## config.mk

```make
export PLATFORM = sky130hd
export DESIGN_NAME = sfie_exec
export DESIGN_NICKNAME = d
export VERILOG_FILES = /design/src/inc/sfie_pkg.sv /design/src/core/sfie_decode.sv /design/src/core/sfie_exec.sv
export SDC_FILE = /design/constraint.sdc
export NUM_CORES = 1
export LEC_CHECK = 0
export BUFFER_PORTS_ARGS = -buffer_cell sky130_fd_sc_hd__buf_2
export CAP_MARGIN = 20
export CORE_MARGIN = 4
export CORE_UTILIZATION = 39
export CTS_CLUSTER_DIAMETER = 80
export CTS_CLUSTER_SIZE = 28
export DETAILED_ROUTE_END_ITERATION = 10
export PLACE_DENSITY_LB_ADDON = 0.25
export SYNTH_ARGS = -nofsm -noshare
export SYNTH_HDL_FRONTEND = slang
export SYNTH_SLANG_ARGS = --single-unit
```

## constraint.sdc

```tcl
create_clock -name clock -period 2.5 [get_ports clock]
set_input_delay 0.75 -clock clock [delete_from_list [all_inputs] [get_ports clock]]
set_output_delay 0.75 -clock clock [all_outputs]
set_load 0.05 [all_outputs]
```

## src/inc/sfie_pkg.sv

```systemverilog
// Package with opcodes, flag positions and the status reset value for the status flag instruction executor.
package sfie_pkg;

  localparam int unsigned op_width = 16;
  localparam int unsigned status_width = 8;

  // Opcode words of the single-word instructions handled here.
  localparam logic [15:0] op_nop = 16'h0000;
  localparam logic [15:0] set_sign_flag_op = 16'h9448;
  localparam logic [15:0] clear_sign_flag_op = 16'h94c8;
  localparam logic [15:0] set_overflow_flag_op = 16'h9438;
  localparam logic [15:0] clear_overflow_flag_op = 16'h94b8;
  localparam logic [15:0] set_transfer_bit_op = 16'h9468;
  localparam logic [15:0] clear_transfer_bit_op = 16'h94e8;
  localparam logic [15:0] op_sleep = 16'h9588;
  localparam logic [15:0] watchdog_restart_op = 16'h95a8;

  // Bit positions inside the core status register.
  localparam int unsigned bit_overflow = 3;
  localparam int unsigned bit_sign = 4;
  localparam int unsigned bit_transfer = 6;

  localparam logic [7:0] status_reset = 8'h00;

  typedef enum logic [3:0] {
    sfie_nop_k = 4'h0,
    sfie_sign_set_k = 4'h1,
    sfie_sign_clear_k = 4'h2,
    sfie_ovf_set_k = 4'h3,
    sfie_ovf_clear_k = 4'h4,
    sfie_tbit_set_k = 4'h5,
    sfie_tbit_clear_k = 4'h6,
    sfie_sleep_k = 4'h7,
    sfie_restart_k = 4'h8,
    sfie_other_k = 4'h9
  } sfie_cmd_t;

endpackage : sfie_pkg

```

## src/core/sfie_decode.sv

```systemverilog
// Opcode decoder that maps an instruction word to an executor command.
`timescale 1ns/1ps
`default_nettype none
module sfie_decode (
  input wire logic [15:0] opcode,
  output sfie_pkg::sfie_cmd_t cmd
);

  always_comb
  begin
    case (opcode)
      sfie_pkg::op_nop: cmd = sfie_pkg::sfie_nop_k;
      sfie_pkg::set_sign_flag_op: cmd = sfie_pkg::sfie_sign_set_k;
      sfie_pkg::clear_sign_flag_op: cmd = sfie_pkg::sfie_sign_clear_k;
      sfie_pkg::set_overflow_flag_op: cmd = sfie_pkg::sfie_ovf_set_k;
      sfie_pkg::clear_overflow_flag_op: cmd = sfie_pkg::sfie_ovf_clear_k;
      sfie_pkg::set_transfer_bit_op: cmd = sfie_pkg::sfie_tbit_set_k;
      sfie_pkg::clear_transfer_bit_op: cmd = sfie_pkg::sfie_tbit_clear_k;
      sfie_pkg::op_sleep: cmd = sfie_pkg::sfie_sleep_k;
      sfie_pkg::watchdog_restart_op: cmd = sfie_pkg::sfie_restart_k;
      default: cmd = sfie_pkg::sfie_other_k;
    endcase
  end

endmodule : sfie_decode
`default_nettype wire

```

## src/core/sfie_exec.sv

```systemverilog
// Executor for status flag, sleep, watchdog restart and no-operation instructions.
`timescale 1ns/1ps
`default_nettype none
module sfie_exec (
  input wire logic clock,
  input wire logic reset,
  input wire logic issue_valid,
  input wire logic [15:0] issue_opcode,
  input wire logic status_load,
  input wire logic [7:0] status_load_value,
  output logic [7:0] core_status_register,
  output logic sleep_request,
  output logic watchdog_restart,
  output logic issue_done,
  output logic issue_unknown
);

  // All state of the executor, registered as one word.
  typedef struct packed {
    logic [7:0] status;
    logic sleep;
    logic restart;
    logic done;
    logic unknown;
  } sfie_state_t;

  sfie_state_t state_q;
  sfie_state_t state_d;
  sfie_pkg::sfie_cmd_t cmd;

  // Builds a one-hot mask for a status bit position.
  function automatic logic [7:0] flag_mask(input int unsigned pos);
    return 8'h01 << pos;
  endfunction : flag_mask

  ////////////////////////////////////////////////////////////////////////////////
  // Opcode decoding.

  sfie_decode u_decode (
    .opcode(issue_opcode),
    .cmd(cmd)
  );

  ////////////////////////////////////////////////////////////////////////////////
  // Next state.

  always_comb
  begin
    state_d = state_q;
    state_d.sleep = 1'b0;
    state_d.restart = 1'b0;
    state_d.done = issue_valid;
    state_d.unknown = 1'b0;
    // A load from the other write path applies first, so a flag instruction in the same cycle wins its bit.
    if (status_load)
    begin
      state_d.status = status_load_value;
    end
    if (issue_valid)
    begin
      case (cmd)
        sfie_pkg::sfie_sign_set_k: state_d.status[sfie_pkg::bit_sign] = 1'b1;
        sfie_pkg::sfie_sign_clear_k: state_d.status[sfie_pkg::bit_sign] = 1'b0;
        sfie_pkg::sfie_ovf_set_k: state_d.status[sfie_pkg::bit_overflow] = 1'b1;
        sfie_pkg::sfie_ovf_clear_k: state_d.status[sfie_pkg::bit_overflow] = 1'b0;
        sfie_pkg::sfie_tbit_set_k: state_d.status[sfie_pkg::bit_transfer] = 1'b1;
        sfie_pkg::sfie_tbit_clear_k: state_d.status[sfie_pkg::bit_transfer] = 1'b0;
        sfie_pkg::sfie_sleep_k: state_d.sleep = 1'b1;
        sfie_pkg::sfie_restart_k: state_d.restart = 1'b1;
        sfie_pkg::sfie_nop_k: state_d.unknown = 1'b0;
        default: state_d.unknown = 1'b1;
      endcase
    end
  end

  ////////////////////////////////////////////////////////////////////////////////
  // State register.

  always_ff @(posedge clock)
  begin
    if (reset)
    begin
      state_q <= '{status: sfie_pkg::status_reset, sleep: 1'b0, restart: 1'b0, done: 1'b0, unknown: 1'b0};
    end
    else
    begin
      state_q <= state_d;
    end
  end

  ////////////////////////////////////////////////////////////////////////////////
  // Outputs, each taken straight from the state register.

  assign core_status_register = state_q.status;
  assign sleep_request = state_q.sleep;
  assign watchdog_restart = state_q.restart;
  assign issue_done = state_q.done;
  assign issue_unknown = state_q.unknown;

  ////////////////////////////////////////////////////////////////////////////////
  // Checks.

  localparam logic [7:0] mask_s = flag_mask(sfie_pkg::bit_sign);
  localparam logic [7:0] mask_v = flag_mask(sfie_pkg::bit_overflow);
  localparam logic [7:0] mask_t = flag_mask(sfie_pkg::bit_transfer);
endmodule : sfie_exec
`default_nettype wire

```

* Word-level counts from Yosys, hierarchy flattened
Cells that the tools add are included.
Cells by class: bitwise logic cells 1, reductions and logical operators 4, equality and inequality tests 16, multiplexer cells 10
Operators by type and width (number):
- 16-bit equality test (second input constant) | 8
- 4-bit one-hot mux with 9 select lines | 1
- 4-bit by 3-bit equality test with 1-bit output (second input constant) | 4
- 16-bit zero test | 1
- 9-bit OR reduction | 1
- 4-bit by 2-bit equality test with 1-bit output (second input constant) | 2
- 7-bit two-way mux | 1
- 1-bit one-hot mux with 2 select lines | 3
- 4-bit by 1-bit equality test with 1-bit output (second input constant) | 1
- 4-bit equality test (second input constant) | 1
- 4-bit zero test | 1
- 1-bit two-way mux | 4
- 2-bit two-way mux | 1
- 2-bit OR reduction | 1
- 1-bit NOT | 1
Storage, ports and cells: input bits 28, bits in registers 12, output and inout bits 12, logic and storage cells 37

* Logic depth before layout (Yosys ltp)
Gate-level depths: netlist of the first run.
depth in word-level cells 5, depth in mapped cells 6, depth with buffers taken out 5

* Hierarchy
A second synthesis of the first run with hierarchy kept.
Second synthesis, totals: cell total of the unflattened synthesis 80, area total of the unflattened synthesis 734.5 µm²
Modules (own cells, without submodules):
- sfie_exec | cells each 45, sequential area each 240.2 µm², instances 1, area each 491.7 µm²
- sfie_decode | cells each 35, sequential area each 0.0 µm², instances 1, area each 242.7 µm²

* Worst setup path after synthesis of the first run
No wires, ideal clock.
path kind input-to-reg, start input issue_opcode[2], end register state_q, in the netlist core_status_register[4], slack 388 ps, cell stages on the path 6, path buffers 1, data required time 2435 ps, setup time 65 ps, arrival 2047 ps, cells stage by stage nor3_1 and4_1 clkbuf_1 and4bb_1 mux2_1 nor2_1
Between the ends: longest elaborated chain between the ends 5, elaborated cells between the ends (all ways) 14, those cells by class eq/ne: 10; mux: 3; reduce/logical: 1
Ends and longest elaborated chain:
- from (decl) | RTL line sfie_exec.sv:8 | input wire logic [15:0] issue_opcode,
- 16-bit equality test or 16-bit zero test (tied branches) | RTL line sfie_decode.sv:11 | case (opcode)
- 4-bit one-hot mux with 9 select lines * | RTL line sfie_decode.sv:11
- 4-bit by 2-bit equality test with 1-bit output or 4-bit by 1-bit equality test with 1-bit output (tied branches) | RTL line sfie_exec.sv:61 | case (cmd)
- 1-bit one-hot mux with 2 select lines * | RTL line sfie_exec.sv:61
- 2-bit two-way mux * | RTL line sfie_exec.sv:59 | if (issue_valid)
- to (signal assigned) | RTL line sfie_exec.sv:83 | state_q <= '{status: sfie_pkg::status_reset, sleep: 1'b0, restart: 1'b0, done: 1'b0, unknown: 1'b0};
- to (signal assigned) | RTL line sfie_exec.sv:87 | state_q <= state_d;
- to (decl) | RTL line sfie_exec.sv:27 | sfie_state_t state_q;
Every way passes the cells marked *; elsewhere a longest branch is shown, timed or not. A chain may end at the register's enable or synchronous reset.

* Final worst setup path of the first run
start input issue_opcode[4], end register state_q, in the netlist core_status_register[6]
Between the ends: longest elaborated chain between the ends 5, elaborated cells between the ends (all ways) 14, those cells by class eq/ne: 10; mux: 3; reduce/logical: 1
Ends and longest elaborated chain (RTL line):
- 16-bit equality test or 16-bit zero test (tied branches) | sfie_decode.sv:11
- 4-bit one-hot mux with 9 select lines * | sfie_decode.sv:11
- 4-bit by 3-bit equality test with 1-bit output | sfie_exec.sv:61
- 1-bit one-hot mux with 2 select lines * | sfie_exec.sv:61
- 1-bit two-way mux * | sfie_exec.sv:59
Marked as above.

==> metrics.md, run 1 <==
| Metric | Value |
|---|---|
| Die X | `~50 um` |
| Post-Syn Area per Cell | `8.93 um2` |
| DRT Wirelength | `about 1.6 mm` |
| Area Overhead vs Synth | `34.3%` |
| Wire per inst | `~11 um` |
| Die area | `around 2500 um2` |
| Relative slew slack | `76.7%` |
| DRC Markers | `0` |
| Buf/Inv on CP | `1` |
| Crit path launch type | `input port` |
| Delay-heaviest family, CP | `simple AND/OR/NAND/NOR gates` |
| GPL Wtd Cong | `0.791` |
| Clk Latency, worst-skew pair | `270 ps` |
| Root buffer cell | `clkbuf_4` |
| Initial antenna violation count | `0` |
| CTS clk-pin slew, worst paths | `80 ps` |
| Arr. time, crit path | `2190 ps` |
| Reg area | `about 240 um2` |
| Leakage | `approximately 0.47 nW` |
| Unrepaired setup endpoints after global routing | `false` |
| DR pass1 iterations | `2` |
| Filler cell count | `about 170` |
| Worst-path maximum fanout | `6` |
| Layout cells sized above 1 | `a little over two fifths` |
| I/O pin count | `40` |
| Peak VDD IR | `approximately 0.23 mV` |
| Fraction of registers with async set/reset | `0%` |
| Synth top cells by count | `12 x dfxtp_1, 12 x nor2_1, 7 x mux2i_1` |
| Run status | `finished clean` |
| CP Class | `in -> reg` |
| Port-buffer cells | `39` |
| Final hold vios | `0` |
| HP Class | `reg -> reg` |
| Max Cap Viol | `0` |
| FF+latch count, synth | `12` |
| Seq/Total Area, Yosys | `34.5%` |
| Post-Syn Nets | `106` |
| Worst setup margin | `496 ps` |
| Slew @ Worst Pin | `347 ps` |
| CTS resizes | `0` |
| Yosys top cell area share | `34.5%` |
| Starting Density | `between 40 and 50%` |
| CTS buffer count | `3` |
| CP peak stage delay | `550 ps` |
| Global-route wire length before repair | `roughly 2.6 mm` |
| Clock tree sinks | `12` |
| Core Region | `1710 um2` |
| Dpl cell area | `900 um2` |
| Setup_tns | `0 ps` |
| CP max-delay cell | `or4_4` |
| Period utilization | `80.2%` |
| Area occupied by multi-input gates | `~430 um2` |
| Cell area after layout | `936 um2` |
| Postcts setup bufs | `0` |
| Dpl hpwl | `1.34 mm` |
| Antenna Nets Post-Route | `0` |
| Largest net degree at the start of global routing | `12` |
| Bufs on Longest Clock Path | `2` |
| Remaining Overflow, GRT | `0` |
| CP cell instances | `buf_2 -> or4_4 -> nor3_4 -> o211a_1 -> a41oi_1 -> a311oi_1` |
| Synth top area cells | `dfxtp_1 34%, mux2i_1 10%, nor2_1 6.5%` |
| CP Capture Type | `flip-flop` |
| Pre-CTS setup slack | `216 ps` |
| # nets final | `146` |
| Fmax | `between 400 and 500 MHz` |
| Total number of vias | `between 700 and 800` |
| Pwr dens | `500 nW/um2` |
| Max Slew Vio Count | `0` |
| Clk_skew | `0 ps` |
| Final min period | `2000 ps` |
| Initial DRC count | `7` |
| Core Util, Final | `a little over half` |
| Area of the mapped netlist | `between 600 and 700 um2` |
| FP Rows | `15` |
| Post-synth EDFFs | `0` |
| N_diodes | `0` |
| Top_reg_cell synth | `dfxtp_1` |
| Via/cell ratio | `4.99` |
| Gate Count Post-Synth | `78` |
| Worst EP required | `about 2700 ps` |
| Die Height | `50.3 um` |
| H-tree depth | `1` |
| Cell variety after synth | `35` |
| Synth area leader | `dfxtp_1` |
| Vias in the first global route | `671` |
| Post-CTS Hold Fix Bufs | `0` |
| Tot Pwr | `0.000468 W` |
| CTS tree | `done` |
| Total Routing Usage GR | `13.0%` |
| Endpoints failing setup | `0` |
| Total number of yosys warnings | `0` |
## routing by layer
| metal | vias to the layer above | GRT usage, % | part of all wire [%] |
|---|---|---|---|
| met1 | 308 | 15.8 | 43 |
| met2 | 30 | 21.5 | 47 |
| met4 | 0 | 8.29 | 1.1 |
| li1 | 369 | - | - |
| met5 | - | 0 | 0 |
| met3 | 2 | 1.48 | 8.4 |
## layout by cell type, fill, tap and decap left out, types with 2 or more instances in the layout
cell type / n
and3_1: 2
clkbuf_4: 3
nor4_1: 2
nand3_1: 4
nand2_1: 4
nor3_1: 4
nand3b_1: 2
nand2b_1: 2
inv_1: 2
buf_2: 39
dfxtp_1: 12
mux2i_1: 7
nor2_1: 12
## kinds of logic (layout without fill, tap and decap cells)
family | Yosys count | count (layout) | share of synthesized area [%]
compound gates | 9 | 9 | 11.3
buf+inv | 6 | 45 | 4.49
flops | 12 | 12 | 34.5
mux | 9 | 9 | 13.3
simple gates | 42 | 42 | 36.4
## sequential cells by signal, summed over array words and instances (netlist names)
name,count
sleep_request,1
issue_unknown,1
watchdog_restart,1
issue_done,1
core_status_register,8
## stage by stage
stage,hold WS [ps],cells
3_3_place_gp,467,138
3_5_place_dp,491,138
2_1_floorplan,737,78
4_1_cts,510,142
5_1_grt,544,142
6_report,499,142
## final timing paths
path | startpoint | endpoint | cells after the start | slack [ps]
worst min-delay path | core_status_register[2] | core_status_register[2] | 2 | 500
worst max register to register | core_status_register[3] | core_status_register[3] | 5 | 1400
worst min register to register | core_status_register[2] | core_status_register[2] | 2 | 500
worst max-delay path | issue_opcode[4] | core_status_register[6] | 6 | 500
## power by group
group          internal, W  switching (W)
logic            0.0000406      0.0000721
registers         0.000201     0.00000396
clock network    0.0000884      0.0000614
total             0.000331       0.000137
## worst register-to-register path: cells and delay by family, from the launching register on
| family | cells | cell delay [ps] |
|---|---|---|
| flops | 1 | 330 |
| simple gates | 1 | 290 |
| compound gates | 3 | 340 |
| mux | 1 | 80 |
## area by class of cell
cell class | count | share of cell area [%]
Inverter | 2 | 0.802
Clock buffer | 4 | 3.88
Timing Repair Buffer | 39 | 20.9
Sequential cell | 12 | 25.7
Tap cell | 25 | 3.34
Multi-Input combinational cell | 60 | 45.5
No activity file was read; power rests on OpenSTA's default activity.
==> run 2, diff against run 1 <==
CORE_UTILIZATION = 38   (was 39)
clock period = 1.68 ns   (was 2.5 ns; I/O delays follow)
==> metrics.md, run 2 (synthesized netlist as in run 1, its figures left out) <==
| Metric | Value |
|---|---|
| CTS tree | `done` |
| Die X | `between 50 and 60 um` |
| CTS buffer count | `3` |
| FP Rows | `15` |
| Max Cap Viol | `0` |
| Worst EP required | `1820 ps` |
| Dpl hpwl | `approximately 1.4 mm` |
| Antenna Nets Post-Route | `0` |
| Peak VDD IR | `roughly 0.24 mV` |
| DRC Markers | `0` |
| Pwr dens | `656 nW/um2` |
| Filler cell count | `174` |
| Buf/Inv on CP | `2` |
| Core Region | `1730 um2` |
| CP max-delay cell | `or4_4` |
| Worst-path maximum fanout | `3` |
| Layout cells sized above 1 | `slightly above 50%` |
| Run status | `complete, but fails checks` |
| Final hold vios | `0` |
| Wire per inst | `11.1 um` |
| Max FFs per register | `8` |
| Vias in the first global route | `731` |
| Relative slew slack | `73.5%` |
| Leakage | `0.559 nW` |
| CTS clk-pin slew, worst paths | `around 70 ps` |
| CP Class | `in -> reg` |
| Cell area after layout | `around 1100 um2` |
| Total Routing Usage GR | `14.8%` |
| Delay-heaviest family, CP | `simple AND/OR/NAND/NOR gates` |
| Die Height | `~51 um` |
| H-tree depth | `1` |
| Bufs on Longest Clock Path | `2` |
| N_diodes | `0` |
| Period utilization | `102%` |
| Via/cell ratio | `4.90` |
| Crit path launch type | `input port` |
| Global-route wire length before repair | `2.94 mm` |
| Fmax | `586 MHz` |
| Initial DRC count | `15` |
| HP Class | `in -> reg` |
| Largest net degree at the start of global routing | `12` |
| Worst setup margin | `-26.2 ps` |
| GPL Wtd Cong | `0.796` |
| Initial antenna violation count | `0` |
| DR pass1 iterations | `4` |
| Remaining Overflow, GRT | `0` |
| CP peak stage delay | `roughly 550 ps` |
| Failing checks | `negative setup slack` |
| Port-buffer cells | `39` |
| Hold Worst Slack | `480 ps` |
| Reg area | `between 200 and 250 um2` |
| CP Capture Type | `flip-flop` |
| Die area | `2580 um2` |
| Most frequent cells in the layout | `36 x buf_2, 16 x buf_4, 12 x nor2_1, 12 x dfxtp_1, 7 x mux2i_1` |
| # nets final | `162` |
| Endpoints failing setup | `2` |
| Clk Latency, worst-skew pair | `260 ps` |
| Clk_skew | `0 ps` |
| Starting Density | `about two fifths` |
| Total number of vias | `about 770` |
| Max Slew Vio Count | `0` |
| Most common cell after layout, fill and taps aside | `buf_2` |
| Final min period | `1710 ps` |
| Arr. time, crit path | `1850 ps` |
| Root buffer cell | `clkbuf_4` |
| Area occupied by multi-input gates | `between 400 and 500 um2` |
| CP cell instances | `buf_6 -> or4_4 -> nor3_4 -> buf_4 -> o211ai_1 -> a32oi_1 -> o31ai_1` |
| I/O pin count | `40` |
| Unrepaired setup endpoints after global routing | `true` |
| Clock tree sinks | `12` |
| Dpl cell area | `around 1000 um2` |
| Slew @ Worst Pin | `a little under 400 ps` |
| DRT Wirelength | `1.75 mm` |
| Area Overhead vs Synth | `55.8%` |
-- run 2: cell count changes in the layout (fill, tap and decap cells not counted), sizes merged --
cell,change
buf,+16
-- run 2: worst register-to-register path: stages (launching register included) --
cell and delay (ps):
dfxtp_1 320, mux2i_1 90, or2_2 290, a31oi_1 190
a32oi_1 130, o31ai_1 80
-- run 2: layer usage --
| layer | global-route usage (%) | up-vias | share of wire, % |
|---|---|---|---|
| met5 | 0 | - | 0 |
| met4 | 6.73 | 0 | 1.3 |
| met3 | 1.46 | 2 | 9.1 |
| met2 | 28.5 | 39 | 52 |
| met1 | 15.9 | 335 | 37 |
| li1 | - | 398 | - |
-- run 2: cell type report --
cell class	count	share of cell area, %
Sequential cell	12	22.1
Tap cell	25	2.88
Multi-Input combinational cell	60	40.2
Timing Repair Buffer	55	30.8
Clock buffer	4	3.34
Inverter	2	0.691
-- run 2: path summary, 6_finish.rpt --
check | startpoint | end | slack, ps | cells past startpoint
worst min-delay path | status_load_value[0] | core_status_register[0] | 480 | 3
worst max register to register | core_status_register[3] | core_status_register[3] | 500 | 5
worst max-delay path | issue_opcode[0] | core_status_register[3] | -30 | 7
worst min register to register | core_status_register[0] | core_status_register[0] | 490 | 2
-- run 2: metrics by stage --
step	utilization [%]	total power, W	setup WS [ps]	TNS (ps)	cells
global placement	57.8	0.000494	-291	-1170	151
detailed placement	57.8	0.000497	-324	-1290	151
CTS	62.1	0.000721	-6.85	-9.67	157
global route	62.9	0.000754	-110	-265	158
finish	62.9	0.000712	-26.2	-34.4	158
floorplan	-	0.000422	-140	-324	78
-- run 2: what timing repair did --
item / 4_1_cts / 5_1_grt
resized for setup: 4 / 2
hold buffers: 0 / 0
setup buffers: 2 / 1
pin swaps: 5 / 3
setup endpoints to repair: 4 / 4
-- run 2: report_power, final --
part	switching, W	internal, W	total (W)
combinational	0.000112	0.0000806	0.000192
sequential	0.00000554	0.000300	0.000305
clock	0.0000834	0.000131	0.000215
